### config.mk
export PLATFORM = sky130hd
export DESIGN_NAME = dpr_core
export DESIGN_NICKNAME = d
export VERILOG_FILES = /design/src/dpr_pkg.sv /design/src/dpr_core.sv
export SDC_FILE = /design/constraint.sdc
export NUM_CORES = 1
export LEC_CHECK = 0
export BUFFER_PORTS_ARGS = -buffer_cell sky130_fd_sc_hd__buf_2
export CAP_MARGIN = 20
export CORE_ASPECT_RATIO = 0.75
export CORE_UTILIZATION = 50
export CTS_BUF_LIST = sky130_fd_sc_hd__clkbuf_8
export CTS_CLUSTER_DIAMETER = 150
export DETAILED_ROUTE_END_ITERATION = 8
export GPL_ROUTABILITY_DRIVEN = 0
export GPL_TIMING_DRIVEN = 1
export PLACE_DENSITY = 0.73
export REMOVE_ABC_BUFFERS = 1
export SLEW_MARGIN = 40
export SYNTH_ARGS = -nofsm -noshare
export SYNTH_HDL_FRONTEND = slang
export SYNTH_SLANG_ARGS = --single-unit
### constraint.sdc
create_clock -name clk_sys -period 5.9 [get_ports clk_sys]
set_input_delay 1.475 -clock clk_sys [delete_from_list [all_inputs] [get_ports clk_sys]]
set_output_delay 1.475 -clock clk_sys [all_outputs]
set_load 0.02 [all_outputs]
### src/dpr_pkg.sv
// constants, types and reset values of the display power/reset init block
// ---------------------------------------------------------------------
// ---------------------------------------------------------------------
package dpr_pkg;

  // -------------------------------------------------------------------
  // widths and reset values
  // -------------------------------------------------------------------
  localparam int COL_W = 7;
  localparam int LINE_W = 6;
  localparam logic [COL_W-1:0] COL_RST = 7'h00;
  localparam logic [COL_W-1:0] COL_MAX = 7'h7F;
  localparam logic [LINE_W-1:0] LINE_RST = 6'h00;
  localparam logic [LINE_W-1:0] MUX_RST = 6'h3F;
  localparam logic [LINE_W-1:0] MUX_MIN = 6'h0F;
  localparam logic [7:0] CONTRAST_RST = 8'h7F;
  localparam logic [6:0] TWI_ADDR_BASE = 7'h3C;
  localparam logic [6:0] TWI_ADDR_ALT = 7'h3D;
  localparam logic [2:0] BIT_LAST = 3'h7;

  // -------------------------------------------------------------------
  // pin vector positions and idle levels
  // -------------------------------------------------------------------
  localparam int NPIN = 6;
  localparam int PIN_INIT = 0;
  localparam int PIN_CS = 1;
  localparam int PIN_SCLK = 2;
  localparam int PIN_SDIN = 3;
  localparam int PIN_DC = 4;
  localparam int PIN_ASEL = 5;
  // init idles low so the block starts in the reset state
  localparam logic [NPIN-1:0] PIN_IDLE = 6'h02;

  // -------------------------------------------------------------------
  // command codes
  // -------------------------------------------------------------------
  localparam logic [7:0] CMD_COL_LO = 8'h00;
  localparam logic [7:0] CMD_COL_HI = 8'h10;
  localparam logic [7:0] CMD_START = 8'h40;
  localparam logic [7:0] CMD_CONTRAST = 8'h81;
  localparam logic [7:0] CMD_SEG_NORM = 8'hA0;
  localparam logic [7:0] CMD_SEG_REV = 8'hA1;
  localparam logic [7:0] CMD_FOLLOW_RAM = 8'hA4;
  localparam logic [7:0] CMD_ALL_ON = 8'hA5;
  localparam logic [7:0] CMD_NORMAL = 8'hA6;
  localparam logic [7:0] CMD_INVERSE = 8'hA7;
  localparam logic [7:0] CMD_MUX = 8'hA8;
  localparam logic [7:0] CMD_DISP_OFF = 8'hAE;
  localparam logic [7:0] CMD_DISP_ON = 8'hAF;
  localparam logic [7:0] CMD_COM_NORM = 8'hC0;
  localparam logic [7:0] CMD_COM_REV = 8'hC8;

  typedef enum logic [1:0] {
    ARG_NONE,
    ARG_CONTRAST,
    ARG_MUX
  } dpr_arg_t;

  // -------------------------------------------------------------------
  // carriers
  // -------------------------------------------------------------------
  typedef struct packed {
    logic disp_on;
    logic [LINE_W-1:0] mux_ratio;
    logic seg_remap;
    logic com_reverse;
    logic [LINE_W-1:0] start_line;
    logic [COL_W-1:0] column;
    logic [7:0] contrast;
    logic all_on;
    logic inverse;
  } dpr_cfg_t;

  localparam dpr_cfg_t CFG_RST = '{
    disp_on: 1'b0,
    mux_ratio: MUX_RST,
    seg_remap: 1'b0,
    com_reverse: 1'b0,
    start_line: LINE_RST,
    column: COL_RST,
    contrast: CONTRAST_RST,
    all_on: 1'b0,
    inverse: 1'b0
  };

  typedef struct packed {
    logic [NPIN-1:0] s1;
    logic [NPIN-1:0] s2;
    logic [NPIN-1:0] s3;
    logic [NPIN-1:0] stable;
    logic [7:0] shift;
    logic [2:0] bits;
    dpr_arg_t arg;
    dpr_cfg_t cfg;
    logic in_reset;
    logic byte_stb;
    logic [7:0] last_byte;
    logic last_dc;
    logic [6:0] twi_addr;
  } dpr_state_t;

endpackage : dpr_pkg

### src/dpr_core.sv
// device-side reset state, serial command intake and init configuration
`timescale 1ns/100ps
`default_nettype none

module dpr_core (
  input wire logic clk_sys,
  input wire logic rst_n,
  input wire logic init_low_input_n,
  input wire logic cs_n,
  input wire logic sclk,
  input wire logic sdin,
  input wire logic dc,
  input wire logic addr_sel,
  output var dpr_pkg::dpr_cfg_t cfg,
  output logic in_reset,
  output logic byte_stb,
  output logic [7:0] byte_val,
  output logic byte_is_data,
  output logic [6:0] twi_addr
);

  // -------------------------------------------------------------------
  // state
  // -------------------------------------------------------------------
  dpr_pkg::dpr_state_t st_ff;
  dpr_pkg::dpr_state_t nxt_st;
  logic [dpr_pkg::NPIN-1:0] pins;
  logic [dpr_pkg::NPIN-1:0] filt;

  assign pins[dpr_pkg::PIN_INIT] = init_low_input_n;
  assign pins[dpr_pkg::PIN_CS] = cs_n;
  assign pins[dpr_pkg::PIN_SCLK] = sclk;
  assign pins[dpr_pkg::PIN_SDIN] = sdin;
  assign pins[dpr_pkg::PIN_DC] = dc;
  assign pins[dpr_pkg::PIN_ASEL] = addr_sel;

  // -------------------------------------------------------------------
  // pin filter: a level counts once stages two and three agree
  // -------------------------------------------------------------------
  genvar gi;
  generate
    for (gi = 0; gi < dpr_pkg::NPIN; gi = gi + 1) begin : g_filt
      assign filt[gi] = (st_ff.s2[gi] == st_ff.s3[gi]) ? st_ff.s3[gi] :
                        st_ff.stable[gi];
    end
  endgenerate

  // -------------------------------------------------------------------
  // next state
  // -------------------------------------------------------------------
  always_comb begin
    logic sclk_rise;
    logic got_byte;
    logic [7:0] word;
    logic word_dc;
    sclk_rise = 1'b0;
    got_byte = 1'b0;
    word = 8'h00;
    word_dc = 1'b0;
    nxt_st = st_ff;
    nxt_st.s1 = pins;
    nxt_st.s2 = st_ff.s1;
    nxt_st.s3 = st_ff.s2;
    nxt_st.stable = filt;
    nxt_st.byte_stb = 1'b0;

    // address follows the select pin continuously
    if (filt[dpr_pkg::PIN_ASEL]) begin
      nxt_st.twi_addr = dpr_pkg::TWI_ADDR_ALT;
    end else begin
      nxt_st.twi_addr = dpr_pkg::TWI_ADDR_BASE;
    end

    sclk_rise = filt[dpr_pkg::PIN_SCLK] &
                ~st_ff.stable[dpr_pkg::PIN_SCLK];

    if (!filt[dpr_pkg::PIN_INIT]) begin
      // config, shift register, bit count and pending argument pinned while the input stays low
      nxt_st.in_reset = 1'b1;
      nxt_st.cfg = dpr_pkg::CFG_RST;
      nxt_st.shift = 8'h00;
      nxt_st.bits = 3'h0;
      nxt_st.arg = dpr_pkg::ARG_NONE;
    end else begin
      nxt_st.in_reset = 1'b0;
      // deselect drops a partial byte so framing restarts clean
      if (filt[dpr_pkg::PIN_CS]) begin
        nxt_st.bits = 3'h0;
      end else if (sclk_rise) begin
        nxt_st.shift = {st_ff.shift[6:0], filt[dpr_pkg::PIN_SDIN]};
        nxt_st.bits = st_ff.bits + 3'h1;
        if (st_ff.bits == dpr_pkg::BIT_LAST) begin
          got_byte = 1'b1;
          word = {st_ff.shift[6:0], filt[dpr_pkg::PIN_SDIN]};
          word_dc = filt[dpr_pkg::PIN_DC];
        end
      end

      if (got_byte) begin
        nxt_st.byte_stb = 1'b1;
        nxt_st.last_byte = word;
        nxt_st.last_dc = word_dc;
        if (word_dc) begin
          // data write walks the column counter, wrapping at the end
          if (st_ff.cfg.column == dpr_pkg::COL_MAX) begin
            nxt_st.cfg.column = dpr_pkg::COL_RST;
          end else begin
            nxt_st.cfg.column = 7'(st_ff.cfg.column + 7'h01);
          end
        end else begin
          case (st_ff.arg)
            dpr_pkg::ARG_CONTRAST: begin
              nxt_st.cfg.contrast = word;
              nxt_st.arg = dpr_pkg::ARG_NONE;
            end
            dpr_pkg::ARG_MUX: begin
              // ratios below the minimum are ignored, not clamped
              if (word[5:0] >= dpr_pkg::MUX_MIN) begin
                nxt_st.cfg.mux_ratio = word[5:0];
              end
              nxt_st.arg = dpr_pkg::ARG_NONE;
            end
            dpr_pkg::ARG_NONE: begin
              if (word[7:4] == dpr_pkg::CMD_COL_LO[7:4]) begin
                nxt_st.cfg.column[3:0] = word[3:0];
              end else if (word[7:3] == dpr_pkg::CMD_COL_HI[7:3]) begin
                nxt_st.cfg.column[6:4] = word[2:0];
              end else if (word[7:6] == dpr_pkg::CMD_START[7:6]) begin
                nxt_st.cfg.start_line = word[5:0];
              end else begin
                case (word)
                  dpr_pkg::CMD_CONTRAST: nxt_st.arg = dpr_pkg::ARG_CONTRAST;
                  dpr_pkg::CMD_MUX: nxt_st.arg = dpr_pkg::ARG_MUX;
                  dpr_pkg::CMD_SEG_NORM: nxt_st.cfg.seg_remap = 1'b0;
                  dpr_pkg::CMD_SEG_REV: nxt_st.cfg.seg_remap = 1'b1;
                  dpr_pkg::CMD_FOLLOW_RAM: nxt_st.cfg.all_on = 1'b0;
                  dpr_pkg::CMD_ALL_ON: nxt_st.cfg.all_on = 1'b1;
                  dpr_pkg::CMD_NORMAL: nxt_st.cfg.inverse = 1'b0;
                  dpr_pkg::CMD_INVERSE: nxt_st.cfg.inverse = 1'b1;
                  dpr_pkg::CMD_DISP_OFF: nxt_st.cfg.disp_on = 1'b0;
                  dpr_pkg::CMD_DISP_ON: nxt_st.cfg.disp_on = 1'b1;
                  dpr_pkg::CMD_COM_NORM: nxt_st.cfg.com_reverse = 1'b0;
                  dpr_pkg::CMD_COM_REV: nxt_st.cfg.com_reverse = 1'b1;
                  default: begin
                    // unsupported codes leave the configuration alone
                  end
                endcase
              end
            end
            default: nxt_st.arg = dpr_pkg::ARG_NONE;
          endcase
        end
      end
    end
  end

  // -------------------------------------------------------------------
  // registers
  // -------------------------------------------------------------------
  always_ff @(posedge clk_sys or negedge rst_n) begin
    if (!rst_n) begin
      st_ff.s1 <= dpr_pkg::PIN_IDLE;
      st_ff.s2 <= dpr_pkg::PIN_IDLE;
      st_ff.s3 <= dpr_pkg::PIN_IDLE;
      st_ff.stable <= dpr_pkg::PIN_IDLE;
      st_ff.shift <= 8'h00;
      st_ff.bits <= 3'h0;
      st_ff.arg <= dpr_pkg::ARG_NONE;
      st_ff.cfg <= dpr_pkg::CFG_RST;
      st_ff.in_reset <= 1'b1;
      st_ff.byte_stb <= 1'b0;
      st_ff.last_byte <= 8'h00;
      st_ff.last_dc <= 1'b0;
      st_ff.twi_addr <= dpr_pkg::TWI_ADDR_BASE;
    end else begin
      st_ff <= nxt_st;
    end
  end

  // -------------------------------------------------------------------
  // outputs, all straight from the state register
  // -------------------------------------------------------------------
  assign cfg = st_ff.cfg;
  assign in_reset = st_ff.in_reset;
  assign byte_stb = st_ff.byte_stb;
  assign byte_val = st_ff.last_byte;
  assign byte_is_data = st_ff.last_dc;
  assign twi_addr = st_ff.twi_addr;

endmodule : dpr_core

`default_nettype wire

==> results by group, run 1 <==
Status
  – Status: finished, final reports clean

Pwr
  – VDD IR max: 0.0001976 V
  – Pwr Total: 1.016 mW
  – PD cells: 266.3 nW/um^2
  – LEAKAGE: 1.774 nW

Job
  – Max-cap violations: 0

GRT
  – Tot GR Track Use: 19.15%
  – Global-route wire length before repair: 11.42 mm
  – Vias in the first global route: 2258
  – GR Overflow Total: 0
  – Largest net degree at the start of global routing: 80
  – Initial antenna violation count: 0

Clock tree
  – Post-cts resize count: 0
  – Clk sink count: ~80
  – Setup Buffers After CTS: 0
  – CTS tree: built
  – CTS Hold Bufs: 0
  – Skew-Pair Late Insertion Delay: 350 ps
  – CTS Root Cell: clkbuf_8
  – Clock Path Buffers: 2
  – Clk pin slew, worst setup/hold paths: 70 ps
  – Inserted Clock Buffers: 9
  – H-tree depth: 3

Timing
  – Final hold slack: 349.2 ps
  – Fin crit share: a little over half
  – Final worst slack: 2800 ps
  – Slew HR: 46.81%
  – Sum Neg Setup Slack: 0 ps
  – Setup Skew: 11.47 ps
  – Min Tclk post-route: 3100 ps
  – # setup viols final: 0
  – Max frequency: 322.6 MHz
  – Max-slew violation count: 0
  – Worst-Margin Slew: a little under 800 ps
  – RSZ-0062 raised after global routing: false
  – Fin. Hold Viols: 0

Critical path
  – Crit Reg-Reg Endpoint: cfg[16]
  – Reg2reg path depth: 9
  – CP Max Fanout: 16
  – RR Startpoint: st_ff[52]
  – Crit path DAT: 3370 ps
  – CP Capture Type: flip-flop
  – Crit Path Class: reg -> reg
  – Worst R2R Setup Slack: 2800 ps
  – Crit path launch type: flip-flop
  – Worst Path Required: 6170 ps

Logic synthesis
  – Post-synth top cells: dfrtp_1 (61), nand2_1 (60), buf_4 (47)
  – Most common cell in the synthesized netlist: dfrtp_1
  – Main combinational cell family by area after synthesis: simple AND/OR/NAND/NOR gates
  – Main area contributors after synthesis: dfrtp_1 (41%), dfstp_2 (13%), buf_4 (9.6%), nand2_1 (6.1%), o21ai_0 (2.6%)
  – Synthesis warning total: 0
  – Multiplexer share of the synthesized area: under 10%
  – Ys flop type: dfrtp_1
  – Asr flop ratio synth: 100.0%
  – Post-synth top area share: 41.45%
  – Compound-Gate Fraction of Synth Area: 11.76%
  – Post-Syn Instances: 360
  – Post-synthesis sequential area ratio: about 54%
  – Post-Synth XOR/XNOR Area: 0.7136%
  – Avg Cell Area, Syn: 10.23 sq um
  – Post-Synth Simple-Gate Area: 14.48%
  – EDFF count, synth: 0
  – Synth Area in Adders: 2.514%
  – Cell Area, Synth: 3682 sq um
  – Synth cell types: 50
  – Cell taking the most area after synthesis: dfrtp_1
  – Synthesized flop and latch total: 79

Die
  – Die span in y: 76.32 um
  – Io pins: 58
  – Initial core utilization: 52.89%
  – Core Box Area: about 7000 sq um
  – # rows: 26
  – Die X: 101.1 um
  – Die area: 7715 sq um

Place
  – Setup WS pre-CTS: 2876 ps
  – Port bufs: 51
  – DP Wirelength: 4.607 mm

Route
  – Wire per inst: 14.83 um
  – Via density: roughly 5.2
  – DRC Markers: 0
  – Drt first-iter violations: 194
  – Total Wirelength: 6.882 mm
  – Pre-antenna DRT Iters: 4
  – Remaining antenna violation count: 0
  – Via count: 2430

Worst hold path
  – Worst hold stages: 0
  – Min-delay src: nxt_st[77]
  – Hold worst-path end: nxt_st[71]
  – Hold Crit Class: reg -> reg

Final layout
  – Ratio of cells with drive above 1 in the final layout: 25.68%
  – Layout area overhead: 3.602%
  – Fin nets: between 300 and 400
  – Filler cell count: 633
  – Diodes inserted: 0
  – Finished Core Util: between 50% and 60%
## logic make-up after synthesis
kind of cell             count (synthesis)
AND/OR/NAND/NOR                        115
other                                    2
AO/OA/AOI/OAI                           68
XOR/XNOR                                 3
buffers and inverters                   73
adder cells (fa/ha/maj)                  8
multiplexers                            12
flip-flops                              79
## layout make-up
type | instances | area, sq um | share of cell area, %
Timing Repair Buffer | 52 | 269.0 | 7.051
Clock buffer | 9 | 123.9 | 3.247
Inverter | 7 | 26.28 | 0.6888
Clock inverter | 7 | 42.54 | 1.115
Tap cell | 98 | 122.6 | 3.214
Sequential cell | 79 | 1999 | 52.41
Multi-Input combinational cell | 212 | 1231 | 32.27
## power breakdown
group	switching [mW]	total (mW)	internal (mW)
clock	0.189	0.340	0.150
combinational	0.0681	0.0940	0.0259
sequential	0.0116	0.582	0.571
## per-stage QoR
step                      area, sq um  cells
final                            3815    464
after global routing             3815    464
after CTS                        3815    464
after detailed placement         3649    448
after global placement           3645    448
after floorplan                  3257    298
## placed cells by master (no fill, tap or decap), drive strengths merged, types with 2 or more instances in the layout
cell type  Yosys  layout
nand2         60      60
o211ai         8       8
dfstp         18      18
nand4b         2       2
a21oi         16      16
ha             4       4
conb           2       6
clkinv         0       3
nor3b          2       2
nor2          21      21
a31oi         10      10
mux2i          9       9
o21ai         21      21
nor2b          3       3
nor3           4       4
inv            7      10
nor4           3       3
xnor2          2       2
and4           2       2
nand3          6       6
dfrtp         61      61
nand2b         2       2
maj3           4       4
mux2           3       3
a21o           2       2
clkbuf        16       9
o31ai          3       3
nand4          4       4
buf           50      52
or3            2       2
## state kept, by name, summed over array words and instances, names as in the netlist
| signal | count |
|---|---|
| cfg | 32 |
| twi_addr | 1 |
| st_ff | 23 |
| byte_is_data | 1 |
| byte_stb | 1 |
| nxt_st | 12 |
| in_reset | 1 |
| byte_val | 8 |
## routing by layer
metal / part of all wire (%) / global-route usage, %
met1: 51 / 29.99
met2: 42 / 25.92
met3: 7.2 / 4.679
met4: 0.61 / 5.652
met5: 0 / 0
## critical path, cell delays in order, from the launching register on
cell      delay (ps)
dfrtp_1          370
ha_1             150
ha_1             190
nand4b_1         220
nor2_1           670
nand2_1          490
inv_1            410
o21ai_0          180
a41o_1           230
a21oi_1          130
## worst max-delay path by stage
stage | from | slack, ps | to | cells past startpoint
floorplan | nxt_st[69] | 2660 | cfg[16] | 7
global placement | st_ff[52] | 2980 | cfg[16] | 9
detailed placement | st_ff[52] | 2880 | cfg[16] | 9
CTS | st_ff[52] | 2860 | cfg[16] | 9
global route | st_ff[52] | 2510 | cfg[16] | 9
finish | st_ff[52] | 2800 | cfg[16] | 9
Note: power is estimated with default switching activity, not from simulation.
==> run 2: changes to the inputs <==
--- a/config.mk
+++ b/config.mk
@@ -14,7 +14,7 @@
 export DETAILED_ROUTE_END_ITERATION = 8
 export GPL_ROUTABILITY_DRIVEN = 0
 export GPL_TIMING_DRIVEN = 1
-export PLACE_DENSITY = 0.73
+export PLACE_DENSITY = 0.76
 export REMOVE_ABC_BUFFERS = 1
 export SLEW_MARGIN = 40
 export SYNTH_ARGS = -nofsm -noshare
==> constraint.sdc (replaced) <==
create_clock -name clk_sys -period 2.7 [get_ports clk_sys]
set_input_delay 0.675 -clock clk_sys [delete_from_list [all_inputs] [get_ports clk_sys]]
set_output_delay 0.675 -clock clk_sys [all_outputs]
set_load 0.02 [all_outputs]
==> run 2 against run 1 <==
Net effect:
- design area up 2.9%
- final cell count up 1.3%
- core utilization up 1.6 points
- count of clock-buffer cells in the layout unchanged
- die area unchanged
- via count up 6.0%
- first-iteration DRC count up 31%
- wire length up 4.2%
- clock skew up 1.6 ps
- largest cell class unchanged
==> results by group, run 2 (synthesis gave the netlist of run 1 again) <==
Die
  – # rows: 26 (unchanged)
  – Initial core utilization: 52.89% (unchanged)
  – Core Box Area: 6962 sq um (unchanged)
  – Die span in y: 76.32 um (unchanged)
  – Io pins: 58 (unchanged)
  – Die X: 101.1 um (unchanged)
  – Die area: 7715 sq um (unchanged)

Critical path
  – Worst Path Required: 2930 ps (-3240 ps)
  – Slowest stage cell, crit path: or3_1
  – Crit path DAT: 2580 ps (-790 ps)
  – CP Max Fanout: 6 (-10)
  – Crit path launch type: flip-flop
  – Most frequent CP cell: ha_1
  – Worst path max stage delay: 560 ps (-110 ps)
  – CP Capture Type: flip-flop
  – Crit Path Class: reg -> reg
  – Crit-path cells: ha_1 > ha_1 > nand4b_1 > or3_1 > nor3_1 > mux2i_1 > nor2_1

GRT
  – Met2 usage: 27.35% (+1.4 points)
  – GR Overflow Total: 0 (unchanged)
  – Tot GR Track Use: 19.57% (+0.42 points)
  – Largest net degree at the start of global routing: 55 (-31%)
  – Global-route wire length before repair: 11.53 mm (+0.96%)
  – Initial antenna violation count: 0 (unchanged)
  – Grt met3 use: 7.156% (+2.5 points)
  – Vias in the first global route: 2355 (+4.3%)
  – Busiest grt layer: met1
  – Met1 Track Usage GR: 28.40% (-1.6 points)

Status
  – Status: finished, final reports clean

Clock tree
  – CTS Hold Bufs: 0 (unchanged)
  – Setup Buffers After CTS: 0 (unchanged)
  – Clk pin slew, worst setup/hold paths: 90 ps (+20 ps)
  – H-tree depth: 3 (unchanged)
  – Clock Path Buffers: 2 (unchanged)
  – Post-cts resize count: 0 (unchanged)
  – CTS Root Cell: clkbuf_8
  – Clk sink count: 79 (unchanged)
  – Inserted Clock Buffers: 9 (unchanged)
  – CTS tree: built
  – Skew-Pair Late Insertion Delay: 360 ps (about the same)

Timing
  – Worst-Margin Slew: 688.0 ps (-107.0 ps)
  – Setup Skew: 13.09 ps (+1.618 ps)
  – # setup viols final: 0 (unchanged)
  – Sum Neg Setup Slack: 0 ps (unchanged)
  – Max-slew violation count: 0 (unchanged)
  – RSZ-0062 raised after global routing: false
  – Fin. Hold Viols: 0 (unchanged)
  – Fin crit share: 86.85% (+34 points)
  – Min Tclk post-route: 2345 ps (-754.6 ps)
  – Max frequency: 426.4 MHz (+32%)
  – Slew HR: 53.53% (+6.7 points)

Place
  – DP Wirelength: 4.891 mm (+6.1%)
  – Port bufs: 51 (unchanged)
  – Placed insts: 454 (+1.3%)

Final layout
  – Commonest non-fill, non-tap cells in the layout: dfrtp_1 (61), nand2_1 (60), buf_2 (50)
  – Diodes inserted: 0 (unchanged)
  – Commonest non-fill, non-tap cell in the layout: dfrtp_1
  – Max reg flops: 32 (unchanged)
  – Register area: 1999 sq um (unchanged)
  – Top reg by flops: cfg
  – Fin nets: 379 (+1.6%)
  – Layout area overhead: 6.558%
  – Final std cells w/o fill: 470 (+1.3%)
  – Filler cell count: 631 (-0.32%)
  – Multi-input logic area: 1231 sq um (unchanged)
  – Ratio of cells with drive above 1 in the final layout: 27.15% (+1.5 points)

Route
  – Total Wirelength: 7.173 mm (+4.2%)
  – Pre-antenna DRT Iters: 5 (+1)
  – Via count: 2577 (+6.0%)
  – DRC Markers: 0 (unchanged)
  – Via density: 5.483 (+4.7%)
  – Remaining antenna violation count: 0 (unchanged)
  – Wire per inst: 15.26 um (+2.9%)
  – Drt first-iter violations: 254 (+31%)

Job
  – Max-cap violations: 0 (unchanged)

Pwr
  – VDD IR max: 0.0003823 V (+93%)
  – LEAKAGE: 1.830 nW (+3.2%)
  – PD cells: 622.4 nW/um^2 (+130%)

Worst hold path
  – Hold Crit Class: in -> async
[run 2: layer usage]
layer / routed length [um] / vias up
li1: - / 1195
met1: 3383 / 1245
met2: 3094 / 129
met3: 643 / 8
met4: 52 / 0
met5: 0 / -
[run 2: final timing paths]
path	slack, ps	start	endpoint	depth (start not counted)
worst max register to register	360	st_ff[52]	cfg[0]	7
worst max-delay path	360	st_ff[52]	cfg[0]	7
min in group clk_sys	350	nxt_st[78]	nxt_st[72]	0
worst min register to register	350	nxt_st[78]	nxt_st[72]	0
worst min-delay path	200	rst_n	st_ff[74]	1
max in group asynchronous	1840	rst_n	nxt_st[76]	2
[run 2: report_power, final]
part	leakage (nW)	internal (mW)	switching (mW)	total [mW]
Sequential	0.994	1.25	0.0257	1.27
Clock	0.116	0.525	0.431	0.956
Combinational	0.719	0.0628	0.151	0.214
Total	1.83	1.83	0.608	2.44
[run 2: through the flow]
stage | power [mW] | instance area, sq um | util, % | hold WS (ps) | setup WS [ps]
3_3_place_gp | 1.505 | 3702 | 53.18 | 331.6 | 450.5
4_1_cts | 2.467 | 3924 | 56.36 | 204.2 | 365.0
5_1_grt | 2.551 | 3924 | 56.36 | 211.2 | 157.0
2_1_floorplan | 1.416 | 3257 | - | 331.2 | -540.3
6_report | 2.442 | 3924 | 56.36 | 204.6 | 355.0
3_5_place_dp | 1.510 | 3702 | 53.18 | 335.5 | 393.4
[run 2: final cells by class]
class	count	area share, %
inverters	7	0.6696
flip-flops and latches	79	50.96
clock inverters	7	2.487
well taps	98	3.125
clock buffers	9	3.157
repair buffers	58	8.227
multi-input cells	212	31.38
[run 2: critical path, delay by kind of cell (launching register included)]
family | cells | cell delay, ps
flops | 1 | 370
mux | 1 | 230
simple gates | 4 | 1270
fa+ha+maj | 2 | 350
==> run 3: changes to the inputs <==
==> constraint.sdc (replaced) <==
create_clock -name clk_sys -period 2.7 [get_ports clk_sys]
set_input_delay 0.54 -clock clk_sys [delete_from_list [all_inputs] [get_ports clk_sys]]
set_output_delay 0.54 -clock clk_sys [all_outputs]
set_load 0.02 [all_outputs]
==> run 3 against run 2 <==
Net effect:
- final cell count down 0.21%
- die area unchanged
- global-route usage up 0.23 points
- combinational power down 2%
- core utilization down 0.52 points
- first-iteration DRC count down 16%
- wire length down 0.25%
- critical path type unchanged
- register-to-register slack about the same
- sequential power about the same
- count of clock-buffer cells in the layout unchanged
==> results by group, run 3 (synthesis gave the netlist of run 1 again) <==
Critical path
  – Cell class contributing the biggest share of worst-path delay: simple AND/OR/NAND/NOR gates
  – CP Max Fanout: 6 (unchanged)
  – Most frequent CP cell: ha_1
  – Crit Path Class: reg -> reg
  – WP depth: 7 (unchanged)
  – Crit path launch type: flip-flop
  – Slowest stage cell, crit path: or3_1
  – Worst path max stage delay: 550 ps (about the same)
  – Worst Path Required: 2940 ps (about the same)
  – RR Startpoint: st_ff[52]
  – Worst R2R Setup Slack: 360 ps (about the same)
  – Crit Reg-Reg Endpoint: cfg[24]
  – Reg2reg path depth: 7 (unchanged)
  – Crit path DAT: 2580 ps (about the same)
  – CP Capture Type: flip-flop
  – Number of buffers and inverters on the critical path: 0 (unchanged)
  – Crit-path cells: ha_1 > ha_1 > nand4b_1 > or3_1 > nor4_2 > mux2i_1 > nor2_1

Route
  – DRC Markers: 0 (unchanged)
  – Wire per inst: 15.26 um (about the same)
  – Via density: 5.469 (-0.25%)
  – Via count: 2565 (-0.47%)
  – Pre-antenna DRT Iters: 5 (unchanged)
  – Remaining antenna violation count: 0 (unchanged)
  – Total Wirelength: 7.155 mm (-0.25%)
  – Drt first-iter violations: 213 (-16%)

Timing
  – Final worst slack: 360.2 ps (+5.197 ps)
  – Fin. Hold Viols: 0 (unchanged)
  – Final hold slack: 184.4 ps (-20.21 ps)
  – Setup Skew: 13.84 ps (+0.7483 ps)
  – Slew HR: 53.57% (about the same)
  – Worst-Margin Slew: 696.4 ps (+8.460 ps)
  – Min Tclk post-route: 2340 ps (-5.197 ps)
  – # setup viols final: 0 (unchanged)
  – Max-slew violation count: 0 (unchanged)
  – Sum Neg Setup Slack: 0 ps (unchanged)
  – RSZ-0062 raised after global routing: false
  – Fin crit share: 86.66% (-0.19 points)
  – Max frequency: 427.4 MHz (+0.22%)

Status
  – Status: finished, final reports clean

Clock tree
  – CTS Root Cell: clkbuf_8
  – Clk pin slew, worst setup/hold paths: 90 ps (about the same)
  – Post-cts resize count: 0 (unchanged)
  – Setup Buffers After CTS: 0 (unchanged)
  – CTS Hold Bufs: 0 (unchanged)
  – Clock Path Buffers: 2 (unchanged)
  – Skew-Pair Late Insertion Delay: 360 ps (about the same)
  – CTS tree: built
  – H-tree depth: 3 (unchanged)
  – Clk sink count: 79 (unchanged)
  – Inserted Clock Buffers: 9 (unchanged)

GRT
  – Largest net degree at the start of global routing: 80 (+45%)
  – Vias in the first global route: 2362 (+0.30%)
  – Global-route wire length before repair: 11.75 mm (+1.9%)
  – Initial antenna violation count: 0 (unchanged)
  – Tot GR Track Use: 19.80% (+0.23 points)
  – GR Overflow Total: 0 (unchanged)

Pwr
  – PD cells: 609.1 nW/um^2 (-2.1%)
  – LEAKAGE: 1.806 nW (-1.3%)
  – VDD IR max: 0.0003492 V (-8.7%)

Place
  – Placed insts: 453 (-0.22%)
  – Port bufs: 51 (unchanged)
  – Setup WS pre-CTS: 381.9 ps (-11.53 ps)
  – Dpl cell area: 3686 sq um (-0.44%)
  – DP Wirelength: 4.774 mm (-2.4%)

Die
  – Die area: 7715 sq um (unchanged)
  – Io pins: 58 (unchanged)
  – Initial core utilization: 52.89% (unchanged)
  – # rows: 26 (unchanged)
  – Die X: 101.1 um (unchanged)
  – Core Box Area: 6962 sq um (unchanged)
  – Die span in y: 76.32 um (unchanged)

Final layout
  – Fin nets: 378 (-0.26%)
  – Max reg flops: 32 (unchanged)
  – Commonest non-fill, non-tap cell in the layout: dfrtp_1
  – Layout area overhead: 5.573%
  – Commonest non-fill, non-tap cells in the layout: dfrtp_1 (61), nand2_1 (60), buf_2 (50)
  – Top reg by flops: cfg
  – Fin area: 3887 sq um (-0.92%)
  – Final std cells w/o fill: 469 (-0.21%)
  – Ratio of cells with drive above 1 in the final layout: 27.22% (+0.073 points)
  – Diodes inserted: 0 (unchanged)

Worst hold path
  – Hold Crit Class: in -> async

Job
  – Max-cap violations: 0 (unchanged)
-- run 3: worst max-delay path by stage --
stage / start / endpoint / slack [ps]
after floorplan: nxt_st[69] / cfg[16] / -540
after global placement: st_ff[52] / cfg[24] / 440
after detailed placement: st_ff[52] / cfg[24] / 380
after CTS: st_ff[52] / cfg[24] / 360
after global routing: st_ff[52] / cfg[24] / 230
final: st_ff[52] / cfg[24] / 360
-- run 3: cell type report --
class                           instances  area [sq um]
Clock inverter                          7         77.57
Clock buffer                            9         123.9
Fill cell                             624          3074
Multi-Input combinational cell        212          1231
Timing Repair Buffer                   57         306.5
Inverter                                7         26.28
Tap cell                               98         122.6
Sequential cell                        79          1999
-- run 3: through the flow --
| stage | total power, mW | util [%] |
|---|---|---|
| 2_1_floorplan | 1.416 | - |
| 5_1_grt | 2.468 | 55.84 |
| 3_3_place_gp | 1.501 | 52.89 |
| 3_5_place_dp | 1.507 | 52.95 |
| 6_report | 2.368 | 55.84 |
| 4_1_cts | 2.392 | 55.84 |
-- run 3: worst register-to-register path, cell delays in order, from the launching register on --
cell,delay [ps]
dfrtp_1,370
ha_1,160
ha_1,190
nand4b_1,230
or3_1,550
nor4_2,430
mux2i_1,240
nor2_1,60
-- run 3: where the power goes --
| part | switching, mW | internal (mW) |
|---|---|---|
| Combinational | 0.150 | 0.0603 |
| Clock | 0.449 | 0.436 |
| Sequential | 0.0256 | 1.25 |
-- run 3: layer usage --
metal	track usage [%]	vias to the layer above	part of all wire (%)
met5	0	-	0
met4	6.667	0	1.4
met3	6.514	13	7.2
met2	26.39	121	42
met1	29.96	1240	49
li1	-	1191	-
